--- config.mk ---
export PLATFORM = sky130hd
export DESIGN_NAME = tccu_top
export DESIGN_NICKNAME = d
export VERILOG_FILES = /design/src/inc/tccu_pkg.sv /design/src/design/tccu_edge_det.sv /design/src/design/tccu_top.sv
export SDC_FILE = /design/constraint.sdc
export NUM_CORES = 1
export LEC_CHECK = 0
export ABC_AREA = 1
export BUFFER_PORTS_ARGS = -buffer_cell sky130_fd_sc_hd__buf_2
export CAP_MARGIN = 20
export CORE_MARGIN = 10
export CORE_UTILIZATION = 45
export DETAILED_ROUTE_END_ITERATION = 16
export HOLD_SLACK_MARGIN = 0.15
export PLACE_DENSITY = 0.79
export SETUP_SLACK_MARGIN = 0.4
export SYNTH_ARGS = -nofsm -noshare
export SYNTH_HDL_FRONTEND = slang
export SYNTH_SLANG_ARGS = --single-unit
--- constraint.sdc ---
create_clock -name ref_clk_in -period 1.9 [get_ports ref_clk_in]
set_input_delay 0.38 -clock ref_clk_in [delete_from_list [all_inputs] [get_ports ref_clk_in]]
set_output_delay 0.38 -clock ref_clk_in [all_outputs]
set_load 0.02 [all_outputs]
--- src/inc/tccu_pkg.sv ---
// package: register map, field layout and enums of the capture/compare channel
package tccu_pkg;
	localparam logic [11:0] TCCU_CTRL_OFS = 12'h000;
	localparam logic [11:0] TCCU_SRC_OFS = 12'h004;
	localparam logic [11:0] TCCU_VAL_OFS = 12'h008;
	localparam logic [11:0] TCCU_STAT_OFS = 12'h00C;
	localparam logic [11:0] TCCU_TMR_OFS = 12'h010;
	localparam int TCCU_EN_BIT = 7;
	localparam int TCCU_TSEL_BIT = 6;
	localparam int TCCU_ADC_BIT = 5;
	localparam int TCCU_IE_BIT = 4;
	localparam logic [3:0] TCCU_M_OFF = 4'h0;
	localparam logic [3:0] TCCU_M_TOG_CLR = 4'h1;
	localparam logic [3:0] TCCU_M_TOG = 4'h2;
	localparam logic [3:0] TCCU_M_CAP_FALL = 4'h4;
	localparam logic [3:0] TCCU_M_CAP_RISE = 4'h5;
	localparam logic [3:0] TCCU_M_CAP_R4 = 4'h6;
	localparam logic [3:0] TCCU_M_CAP_R16 = 4'h7;
	localparam logic [3:0] TCCU_M_SET = 4'h8;
	localparam logic [3:0] TCCU_M_CLR = 4'h9;
	localparam logic [3:0] TCCU_M_SWI = 4'hA;
	localparam logic [3:0] TCCU_M_TRIG = 4'hB;
	localparam logic [3:0] TCCU_PS4 = 4'h3;
	localparam logic [3:0] TCCU_PS16 = 4'hF;
	localparam logic [7:0] TCCU_CTRL_RST = 8'h00;
	localparam logic [3:0] TCCU_SRC_RST = 4'h0;
	localparam int TCCU_NSRC = 9;
	typedef struct packed {
		logic [11:0] paddr;
		logic psel;
		logic penable;
		logic pwrite;
		logic [31:0] pwdata;
	} tccu_apb_req_t;
	typedef struct packed {
		logic [31:0] prdata;
		logic pready;
		logic pslverr;
	} tccu_apb_rsp_t;
	typedef struct packed {
		logic en;
		logic tsel;
		logic adc_sel;
		logic ie;
		logic [3:0] mode;
	} tccu_ctrl_t;
endpackage : tccu_pkg

--- src/design/tccu_edge_det.sv ---
// capture event detector: synchroniser, edge detect and prescaler
`timescale 1ns/1ps
`default_nettype none
module tccu_edge_det #(
	parameter int PS_W = 4
) (
	input wire logic ref_clk_in,
	input wire logic rst_n_in,
	input wire logic src_in,
	input wire logic [3:0] mode_in,
	input wire logic cap_on_in,
	output logic event_out
);
	import tccu_pkg::*;
	logic sync1_r, sync1_nxt;
	logic sync2_r, sync2_nxt;
	logic prev_r, prev_nxt;
	logic [PS_W-1:0] ps_r, ps_nxt;
	logic event_r, event_nxt;
	logic rise, fall;
	always_comb begin
		sync1_nxt = src_in;
		sync2_nxt = sync1_r;
		prev_nxt = sync2_r;
		rise = sync2_r & ~prev_r; // RULE22
		fall = ~sync2_r & prev_r; // RULE22
		ps_nxt = ps_r;
		event_nxt = 1'b0;
		if (!cap_on_in) begin
			ps_nxt = '0; // RULE10
		end else begin
			unique case (mode_in)
				TCCU_M_CAP_FALL: event_nxt = fall; // RULE2
				TCCU_M_CAP_RISE: event_nxt = rise; // RULE2
				TCCU_M_CAP_R4: begin
					// counter kept across prescale changes, so a switch can fire early
					if (rise) begin
						ps_nxt = ps_r + 1'b1; // RULE11
						event_nxt = (ps_r[1:0] == TCCU_PS4[1:0]); // RULE2
					end
				end
				TCCU_M_CAP_R16: begin
					if (rise) begin
						ps_nxt = ps_r + 1'b1;
						event_nxt = (ps_r == TCCU_PS16[PS_W-1:0]); // RULE2
					end
				end
				default: ps_nxt = '0; // RULE10
			endcase
		end
	end
	always_ff @(posedge ref_clk_in or negedge rst_n_in) begin
		if (!rst_n_in) begin
			sync1_r <= 1'b0;
			sync2_r <= 1'b0;
			prev_r <= 1'b0;
			ps_r <= '0; // RULE10
			event_r <= 1'b0;
		end else begin
			sync1_r <= sync1_nxt;
			sync2_r <= sync2_nxt;
			prev_r <= prev_nxt;
			ps_r <= ps_nxt;
			event_r <= event_nxt;
		end
	end
	assign event_out = event_r;
endmodule : tccu_edge_det
`default_nettype wire

--- src/design/tccu_top.sv ---
// capture/compare channel with APB register access
// Functional notes
// RULE1 - capture event copies selected timer value
// RULE2 - mode picks falling, rising, 4th, 16th
// RULE3 - capture sets flag; only software clears
// RULE4 - new capture overwrites unread value
// RULE5 - four-bit select chooses capture source
// RULE6 - pin output write may cause capture
// RULE7 - timer must be synchronous mode
// RULE8 - timer not clocked from raw oscillator
// RULE9 - mode change may give false flag
// RULE10 - prescaler cleared when off or reset
// RULE11 - prescale switch keeps counter
// RULE12 - capture in sleep needs external timer
// RULE13 - compare value pair with timer continuously
// RULE14 - match toggles, sets, clears or triggers
// RULE15 - match sets flag, optional conversion trigger
// RULE16 - toggle mode needs timer prescale 1:1
// RULE17 - clearing control forces output low; a match edge in the same cycle as the write still toggles, sets or, in software or trigger mode, keeps it
// RULE18 - value change suppresses pending timer reset
// RULE19 - compare in sleep needs running timer
// RULE20 - match in sleep with enable wakes
// RULE21 - software routes and drives output pin
// RULE22 - synchronise source, detect edges by sample
//
// Our own choices: the register offsets and the APB slave port.
`timescale 1ns/1ps
`default_nettype none
module tccu_top #(
	parameter int TW = 16
) (
	input wire logic ref_clk_in,
	input wire logic rst_n_in,
	input wire tccu_pkg::tccu_apb_req_t apb_req_in,
	output tccu_pkg::tccu_apb_rsp_t apb_rsp_out,
	input wire logic [TW-1:0] reference_timer_count_in,
	input wire logic [TW-1:0] alternate_timer_count_in,
	input wire logic remapped_input_pin_in,
	input wire logic cmp1_out_in,
	input wire logic cmp2_out_in,
	input wire logic numeric_oscillator_output_in,
	input wire logic pin_change_event_in,
	input wire logic [3:0] logic_cell_output_in,
	input wire logic sleep_in,
	input wire logic timer_runs_in_sleep_in,
	output logic channel_out,
	output logic adc_trigger_out,
	output logic timer_reset_out,
	output logic wake_request_out,
	output logic channel_event_flag_out
);
	import tccu_pkg::*;
	tccu_ctrl_t ctrl_r, ctrl_nxt;
	logic [3:0] src_r, src_nxt;
	logic [TW-1:0] val_r, val_nxt;
	logic flag_r, flag_nxt;
	logic out_r, out_nxt;
	logic adc_r, adc_nxt;
	logic trst_r, trst_nxt;
	logic wake_r, wake_nxt;
	logic match_prev_r, match_prev_nxt;
	tccu_apb_rsp_t rsp_r, rsp_nxt;
	logic [TCCU_NSRC-1:0] src_vec;
	logic sel_src;
	logic cap_evt;
	logic cap_on;
	logic cmp_on;
	logic match;
	logic match_edge;
	logic wr;
	logic rd;
	logic val_wr;
	logic [TW-1:0] timer_sel;
	function automatic logic is_capture(input logic [3:0] m);
		is_capture = (m >= TCCU_M_CAP_FALL) && (m <= TCCU_M_CAP_R16);
	endfunction : is_capture
	function automatic logic is_compare(input logic [3:0] m);
		is_compare = (m == TCCU_M_TOG_CLR) || (m == TCCU_M_TOG) || (m >= TCCU_M_SET);
	endfunction : is_compare
	assign src_vec = {logic_cell_output_in, pin_change_event_in, numeric_oscillator_output_in,
		cmp2_out_in, cmp1_out_in, remapped_input_pin_in};
	// remapped_input_pin_in is the pad itself, so a port write shows up here too
	assign sel_src = (src_r < 4'(TCCU_NSRC)) ? src_vec[src_r] : 1'b0; // RULE5 RULE6
	assign cap_on = ctrl_r.en && is_capture(ctrl_r.mode);
	assign cmp_on = ctrl_r.en && is_compare(ctrl_r.mode);
	// timer selection applies in every mode except enabled compare; compare always uses the reference timer
	assign timer_sel = (ctrl_r.tsel && !cmp_on) ? alternate_timer_count_in
		: reference_timer_count_in;
	assign match = cmp_on && (val_r == reference_timer_count_in); // RULE13
	assign match_edge = match && !match_prev_r;
	// a write lands only on the edge that shows pready, so the wait state never writes twice
	assign wr = apb_req_in.psel && apb_req_in.penable && apb_req_in.pwrite && rsp_r.pready;
	assign rd = apb_req_in.psel && !apb_req_in.penable && !apb_req_in.pwrite;
	assign val_wr = wr && (apb_req_in.paddr == TCCU_VAL_OFS);
	tccu_edge_det #(
		.PS_W(4)
	) u_edge (
		.ref_clk_in(ref_clk_in),
		.rst_n_in(rst_n_in),
		.src_in(sel_src),
		.mode_in(ctrl_r.mode),
		.cap_on_in(cap_on),
		.event_out(cap_evt)
	);
	always_comb begin
		ctrl_nxt = ctrl_r;
		src_nxt = src_r;
		val_nxt = val_r;
		flag_nxt = flag_r;
		out_nxt = out_r;
		adc_nxt = 1'b0;
		wake_nxt = 1'b0;
		match_prev_nxt = match;
		trst_nxt = 1'b0;
		rsp_nxt = rsp_r;
		rsp_nxt.pready = 1'b0;
		rsp_nxt.pslverr = 1'b0;
		if (wr) begin
			unique case (apb_req_in.paddr)
				TCCU_CTRL_OFS: ctrl_nxt = tccu_ctrl_t'(apb_req_in.pwdata[7:0]);
				TCCU_SRC_OFS: src_nxt = apb_req_in.pwdata[3:0];
				TCCU_VAL_OFS: val_nxt = apb_req_in.pwdata[TW-1:0];
				TCCU_STAT_OFS: begin
					if (apb_req_in.pwdata[0]) begin
						flag_nxt = 1'b0;
					end
				end
				default: rsp_nxt.pslverr = 1'b0;
			endcase
		end
		if (wr && apb_req_in.paddr == TCCU_CTRL_OFS && apb_req_in.pwdata[7:0] == TCCU_CTRL_RST) begin
			out_nxt = 1'b0; // RULE17
		end
		if (cap_evt && cap_on) begin
			val_nxt = timer_sel; // RULE1 RULE4
			flag_nxt = 1'b1; // RULE3 RULE9
		end
		if (match_edge) begin
			flag_nxt = 1'b1; // RULE15
			adc_nxt = ctrl_r.adc_sel; // RULE15
			unique case (ctrl_r.mode)
				TCCU_M_TOG_CLR, TCCU_M_TOG: out_nxt = ~out_r; // RULE14 RULE16
				TCCU_M_SET: out_nxt = 1'b1; // RULE14
				TCCU_M_CLR: out_nxt = 1'b0; // RULE14
				default: out_nxt = out_r; // RULE14
			endcase
			if (sleep_in && ctrl_r.ie && timer_runs_in_sleep_in) begin
				wake_nxt = 1'b1; // RULE19 RULE20
			end
		end
		// the timer reset follows the trigger edge unless the value moved meanwhile
		if (adc_r && ctrl_r.mode == TCCU_M_TRIG && !val_wr) begin
			trst_nxt = 1'b1; // RULE18
		end
		if (apb_req_in.psel && apb_req_in.penable && !rsp_r.pready) begin
			rsp_nxt.pready = 1'b1;
		end
		if (rd) begin
			unique case (apb_req_in.paddr)
				TCCU_CTRL_OFS: rsp_nxt.prdata = {24'h000000, ctrl_r};
				TCCU_SRC_OFS: rsp_nxt.prdata = {28'h0000000, src_r};
				TCCU_VAL_OFS: rsp_nxt.prdata = {{(32-TW){1'b0}}, val_r};
				TCCU_STAT_OFS: rsp_nxt.prdata = {30'h00000000, out_r, flag_r};
				TCCU_TMR_OFS: rsp_nxt.prdata = {{(32-TW){1'b0}}, timer_sel};
				default: rsp_nxt.prdata = 32'h00000000;
			endcase
		end
	end
	// captures in sleep depend on an externally clocked timer outside this block
	always_ff @(posedge ref_clk_in or negedge rst_n_in) begin // RULE12
		if (!rst_n_in) begin
			ctrl_r <= tccu_ctrl_t'(TCCU_CTRL_RST);
			src_r <= TCCU_SRC_RST;
			val_r <= '0;
			flag_r <= 1'b0;
			out_r <= 1'b0;
			adc_r <= 1'b0;
			trst_r <= 1'b0;
			wake_r <= 1'b0;
			match_prev_r <= 1'b0;
			rsp_r <= '0;
		end else begin
			ctrl_r <= ctrl_nxt;
			src_r <= src_nxt;
			val_r <= val_nxt;
			flag_r <= flag_nxt;
			out_r <= out_nxt;
			adc_r <= adc_nxt;
			trst_r <= trst_nxt;
			wake_r <= wake_nxt;
			match_prev_r <= match_prev_nxt;
			rsp_r <= rsp_nxt;
		end
	end
	assign apb_rsp_out = rsp_r;
	assign channel_out = out_r;
	assign adc_trigger_out = adc_r;
	assign timer_reset_out = trst_r;
	assign wake_request_out = wake_r;
	assign channel_event_flag_out = flag_r;
endmodule : tccu_top
`default_nettype wire

After elaboration in Yosys (flattened, before gate mapping)
Cells that the tools add are included.
{"block": "classes", "addsub": 1, "magnitude_cmp": 5, "n_eq_ne": 19, "n_mux": 28, "bitwise": 5, "n_reduce_logical": 45}
{"operator": "$pmux W16 S5", "count": 1}
{"operator": "$mux W16", "count": 4}
{"operator": "$eq A12 B4 Y1 const B", "count": 2}
{"operator": "$logic_and A1 B1 Y1", "count": 20}
{"operator": "$mux W1", "count": 17}
{"operator": "$eq A16 B16 Y1", "count": 1}
{"operator": "$eq A4 B3 Y1 const B", "count": 4}
{"operator": "$eq A4 B4 Y1 const B", "count": 4}
{"operator": "$eq A12 B3 Y1 const B", "count": 1}
{"operator": "$eq A12 B5 Y1 const B", "count": 1}
{"operator": "$logic_not A12 Y1", "count": 1}
{"operator": "$reduce_and A2 Y1", "count": 5}
{"operator": "$reduce_bool A3 Y1", "count": 3}
{"operator": "$logic_not A8 Y1", "count": 1}
{"operator": "$mux W4", "count": 2}
{"operator": "$pmux W4 S2", "count": 1}
{"operator": "$logic_not A1 Y1", "count": 6}
{"operator": "$reduce_bool A2 Y1", "count": 3}
{"operator": "$reduce_or A2 Y1", "count": 3}
{"operator": "$lt A4 B5 Y1 const B", "count": 1}
{"operator": "$add A4 B1 Y4 const B", "count": 1}
{"operator": "$bmux W1 S4", "count": 1}
{"operator": "$eq A4 B1 Y1 const B", "count": 1}
{"operator": "$eq A4 B2 Y1 const B", "count": 1}
{"operator": "14 further kinds", "count": 18}
{"block": "word_totals", "register_bits": 75, "inputBits": 92, "output_inout_bits": 39, "word_cells": 123}

Logic depth before layout (Yosys ltp)
{"block": "logic_depth", "word_depth": 8, "mapped_depth": 12, "ltp_nobuf": 11}

Cells and area by module
From an unflattened synthesis, not the netlist that was laid out.
{"block": "unflattened", "hier_cells": 570, "area_unflattened_um2": 4021.4}
{"module": "tccu_top", "n_inst": 1, "cells_each": 524, "area_per_inst_um2": 3628.5, "seq_area_each_um2": 1276.2}
{"module": "tccu_edge_det", "n_inst": 1, "cells_each": 46, "area_per_inst_um2": 392.9, "seq_area_each_um2": 200.2}

Worst setup path after synthesis
Ideal clock, no wire load.
{"block": "synth_timing", "path_type": "input to register", "start": "input apb_req_in[44] in the netlist's numbering", "end": "register val_r[9]", "setup_ns": 0.121, "arrival_ns": 1.348, "required_ns": 1.779, "setup_slack_ns": 0.431, "path_stages": 9, "n_path_buf": 1, "path_cell_list": "nor2_1 > nand3_2 > nor2_4 > nand3_4 > nor2_8 > nor2_4 > buf_6 > nand2_1 > o21ai_2"}
{"block": "synth_via", "elab_chain_len": 3}
{"element": "from (decl)", "line": "tccu_top.sv:34", "text": "input wire tccu_pkg::tccu_apb_req_t apb_req_in,"}
{"element": "$eq A12 B4 Y1", "line": "tccu_top.sv:119", "text": "unique case (apb_req_in.paddr)"}
{"element": "$reduce_bool A2 Y1 (no source line)"}
{"element": "$reduce_and A2 Y1 (no source line)"}
{"element": "to (signal assigned)", "line": "tccu_top.sv:185", "text": "val_r <= val_nxt;"}
{"element": "to (decl)", "line": "tccu_top.sv:55", "text": "logic [TW-1:0] val_r, val_nxt;"}
Every way passes these cells.
A chain may end at the register's enable or synchronous reset.

Worst setup path in the final report
{"block": "layout_timing", "start": "register ctrl_r[3] in the netlist's numbering", "end": "register rsp_r (netlist bit apb_rsp_out[3])"}
{"block": "layout_via", "elab_chain_len": 8, "elab_cells_between_ends": 10, "classes_between": "order compare (1); eq/ne (2); mux (2); reduce/logical (5)"}
{"element": "from (decl)", "line": "tccu_top.sv:53", "text": "tccu_ctrl_t ctrl_r, ctrl_nxt;"}
{"element": "from (signal assigned)", "line": "tccu_top.sv:172", "text": "ctrl_r <= tccu_ctrl_t'(TCCU_CTRL_RST);"}
{"element": "from (signal assigned)", "line": "tccu_top.sv:183", "text": "ctrl_r <= ctrl_nxt;"}
{"element": "branches (longest 2 deep; another with $ge A4 B4 Y1)"}
{"element": "$logic_or A1 B1 Y1 (*)", "line": "tccu_top.sv:78", "text": "is_compare = (m == TCCU_M_TOG_CLR) || (m == TCCU_M_TOG) || (m >= TCCU_M_SET);"}
{"element": "$logic_and A1 B1 Y1 (*)", "line": "tccu_top.sv:85", "text": "assign cmp_on = ctrl_r.en && is_compare(ctrl_r.mode);"}
{"element": "$logic_not A1 Y1 (*)", "line": "tccu_top.sv:87", "text": "assign timer_sel = (ctrl_r.tsel && !cmp_on) ? alternate_timer_count_in"}
{"element": "$logic_and A1 B1 Y1 (*)", "line": "tccu_top.sv:87"}
{"element": "$mux W16 (*)", "line": "tccu_top.sv:87"}
{"element": "$pmux W16 S5 (*)", "line": "tccu_top.sv:159", "text": "unique case (apb_req_in.paddr)"}
{"element": "to (signal assigned)", "line": "tccu_top.sv:192", "text": "rsp_r <= rsp_nxt;"}
{"element": "to (decl)", "line": "tccu_top.sv:62", "text": "tccu_apb_rsp_t rsp_r, rsp_nxt;"}
Every way passes the cells marked *.

==> impl_metrics.csv <==
group,metric,value,unit
setup_path,slowest_delay,0.44,ns
drt,postRouteAntennaNets,0,
setup_path,cp_cell_sequence,"nor2_4 -> nand3_4 -> nand2_8 -> nand2_8 -> clkbuf_16 -> nand3_1 -> nand3_1 -> nand2_1 -> nand2_1 -> nand2_1",
setup_path,worstPathBufferInverterCount,1,
power,leakage,2.92,nW
die,row_count,34,
run,maxCapViolCount,0,
finish,antenna_cells,0,
setup_path,arrival,1.96,ns
grt,antenna_found_initial,0,
synthesis,synth_cell_types,39,
die,die_h,114,um
synthesis,ys_ff_latch,59,
grt,grt_max_degree,60,
synthesis,syn_area_per_cell,7.05,um2
setup_path,end_kind,"flop",
die,pin_count,131,
die,dieArea,13100,um2
timing,max_freq,604,MHz
cts,cts_made_buffers,9,
timing,hold_violations,0,
finish,n_fill_cell,741,
cts,htree_levels,3,
synthesis,seq_area_frac_synth,36.9,%
setup_path,path_max_fanout,5,
drt,wl_per_cell,17.3,um
drt,num_vias,4535,
grt,grt_pass1_vias,4306,
setup_path,path_class,"reg2reg",
setup_path,slowest_stage,"dfrtp_1",
grt,grt_pass1_wl,20300,um
timing,finClkSkew,0.00871,ns
timing,rsz0062_at_grt,"true",
timing,finalCritPeriodShare,87.1,%
synthesis,synth_ff_type,"dfrtp_1",
grt,grt.overflow.total,0,
drt,totalWireLength,14300,um
setup_path,cp.required,2.20,ns
power,irDropWorstVdd,0.265,mV
grt,grtUsageTotal,19.1,%
cts,cts_tree,"done",
synthesis,synth-edff-count,0,
power,p_per_area,517,nW/um2
timing,finalSetupTns,0,ns
die,die_w,114,um
setup_path,worst_r2r_startpoint,"ctrl_r[3]",
finish,finalNetCount,804,
run_status,status,"finished clean",
placed_design,finalWeightedCongestion,0.877,
synthesis,netlist_area,4010,um2
die,start_util,46.2,%
synthesis,synthCells,568,
die,coreArea,8680,um2
finish,final_core_utilization,61.4,%
placed_design,dp_hpwl,9090,um
finish,drive_gt1_share,33.7,%
drt,first_pass_iters,7,
cts,clk_pin_slew,0.07,ns
timing,setup_viol,0,
timing,maxSlewViolCount,0,
timing,whs,0.245,ns
finish,seq_area,1480,um2
setup_path,startpoint_type,"flop",
cts,clock_latency,0.36,ns
timing,min_period,1.65,ns
min_path,hp-start,"apb_req_in[1]",
finish,multi_input_area,2310,um2
cts,clockBufferDepth,2,
setup_path,path_common_cell,"nand2_1",
setup_path,crit_start,"ctrl_r[3]",
synthesis,synthArstFlopShare,100,%
finish,area_growth_syn_to_layout,33.0,%
setup_path,crit_family,"simple AND/OR/NAND/NOR gates",
drt,drc_errors,0,
placed_design,port-buffer-count,97,
drt,viasPerCell,5.50,
min_path,hp-class,"in2reg",
cts,root_buffer,"clkbuf_8",
synthesis,yosysWarnings,0,
drt,drtIter0Drc,625,
cts,cts_num_sinks,59,
[repair_timing]
action,in CTS,in global routing
buffers inserted,17,12
pin swaps,5,43
hold endpoints to repair,59,0
endpoints found under the setup margin,33,37
cloned,2,3
hold buffers,1,0
resized for setup,11,60
[cell usage after synthesis, types with 2 or more instances]
cell type | n | share of area, %
a21oi_1 | 18 | 2.2
a21oi_2 | 2 | 0.44
buf_2 | 5 | 0.62
buf_4 | 17 | 3.2
buf_6 | 5 | 1.4
clkbuf_1 | 3 | 0.28
dfrtp_1 | 59 | 37
inv_1 | 66 | 6.2
inv_2 | 6 | 0.56
nand2_1 | 172 | 16
nand2_2 | 4 | 0.62
nand2_4 | 2 | 0.56
nand3_1 | 70 | 8.7
nand3_2 | 5 | 1.2
nand3b_1 | 6 | 1.1
nand4_1 | 6 | 0.94
nor2_1 | 43 | 4.0
nor2_2 | 5 | 0.78
nor2_4 | 4 | 1.1
nor2_8 | 2 | 1.0
nor3_1 | 5 | 0.62
o21ai_0 | 31 | 3.9
o21ai_1 | 8 | 1.0
o31ai_1 | 2 | 0.37
xor2_1 | 8 | 1.7
[area by class of cell]
| type | count | area share, % |
|---|---|---|
| timing repair buffer | 146 | 17.6 |
| sequential | 59 | 27.8 |
| inverter | 72 | 5.17 |
| multi-input combinational | 423 | 43.3 |
| clock buffer | 11 | 2.65 |
| clock inverter | 5 | 0.987 |
| tap | 108 | 2.54 |
[final timing paths]
path | to | slack (ns) | cells past startpoint
worst max-delay path | apb_rsp_out[3] | 0.25 | 10
worst min-delay path | ctrl_r[1] | 0.25 | 3
worst max register to register | apb_rsp_out[3] | 0.25 | 10
worst min register to register | u_edge.prev_nxt | 0.37 | 0
max in group asynchronous | ctrl_r[6] | 1.04 | 3
min in group asynchronous | apb_rsp_out[15] | 0.54 | 3
[worst reg2reg max path: stages (launching register included)]
cell       delay, ns
dfrtp_1         0.44
nor2_4          0.17
nand3_4         0.12
nand2_8         0.13
nand2_8         0.09
clkbuf_16       0.18
nand3_1         0.10
nand3_1         0.12
nand2_1         0.13
nand2_1         0.06
nand2_1         0.06
[per-layer routing]
| metal | track usage (%) | vias up | wire length, um |
|---|---|---|---|
| met2 | 30.8 | 317 | 6890 |
| met1 | 23.2 | 2073 | 5260 |
| met5 | 0 | - | 0 |
| met4 | 9.02 | 0 | 636 |
| met3 | 5.40 | 75 | 1470 |
| li1 | - | 2070 | - |
[registers in the layout, summed over array words and instances (netlist names)]
| name | cells |
|---|---|
| u_edge.prev_nxt | 1 |
| channel_event_flag_out | 1 |
| wake_request_out | 1 |
| match_prev_r | 1 |
| ctrl_r | 8 |
| adc_trigger_out | 1 |
| channel_out | 1 |
| u_edge.event_out | 1 |
| u_edge.prev_r | 1 |
| timer_reset_out | 1 |
| u_edge.sync1_r | 1 |
| val_r | 16 |
| src_r | 4 |
| apb_rsp_out | 17 |
| u_edge.ps_r | 4 |
[layout by cell type, fill, tap and decap left out, types with 7 or more instances in the layout]
cell type  instances
a21oi_1           15
buf_2             97
buf_4             38
clkbuf_8          10
conb_1            17
dfrtp_1           57
inv_1             62
inv_2              8
nand2_1          159
nand2_2           14
nand3_1           59
nand3_2           15
nor2_1            36
nor2_2             9
nor2_4             7
o21ai_0           25
o21ai_1           14
xor2_1             8
[power by group]
| group | internal [mW] | switching [mW] |
|---|---|---|
| combinational | 0.106 | 0.198 |
| clock | 0.634 | 0.546 |
| sequential | 1.26 | 0.00675 |
| total | 2.00 | 0.751 |
[cell families (layout without fill, tap and decap cells)]
| group | after synthesis | after routing | share of synthesized area (%) |
|---|---|---|---|
| and+or+nand+nor | 329 | 332 | 38.7 |
| buffers and inverters | 105 | 234 | 13.3 |
| AOI/OAI and AO/OA | 64 | 64 | 8.75 |
| DFF | 59 | 59 | 36.9 |
| xor gates and xnor gates | 9 | 9 | 1.97 |
| adders and majority gates | 1 | 1 | 0.312 |
| other | 1 | 17 | 0.0936 |
[metrics by stage]
step | setup slack (ns) | area [um2] | power [mW] | instances
finish | 0.246 | 5330 | 2.75 | 824
global route | 0.166 | 5330 | 2.84 | 824
CTS | 0.366 | 4970 | 2.73 | 809
detailed placement | 0.0392 | 4580 | 1.58 | 773
global placement | 0.0622 | 4580 | 1.57 | 773
floorplan | 0.431 | 4070 | 1.45 | 584
(Power assumes the default switching activity.)
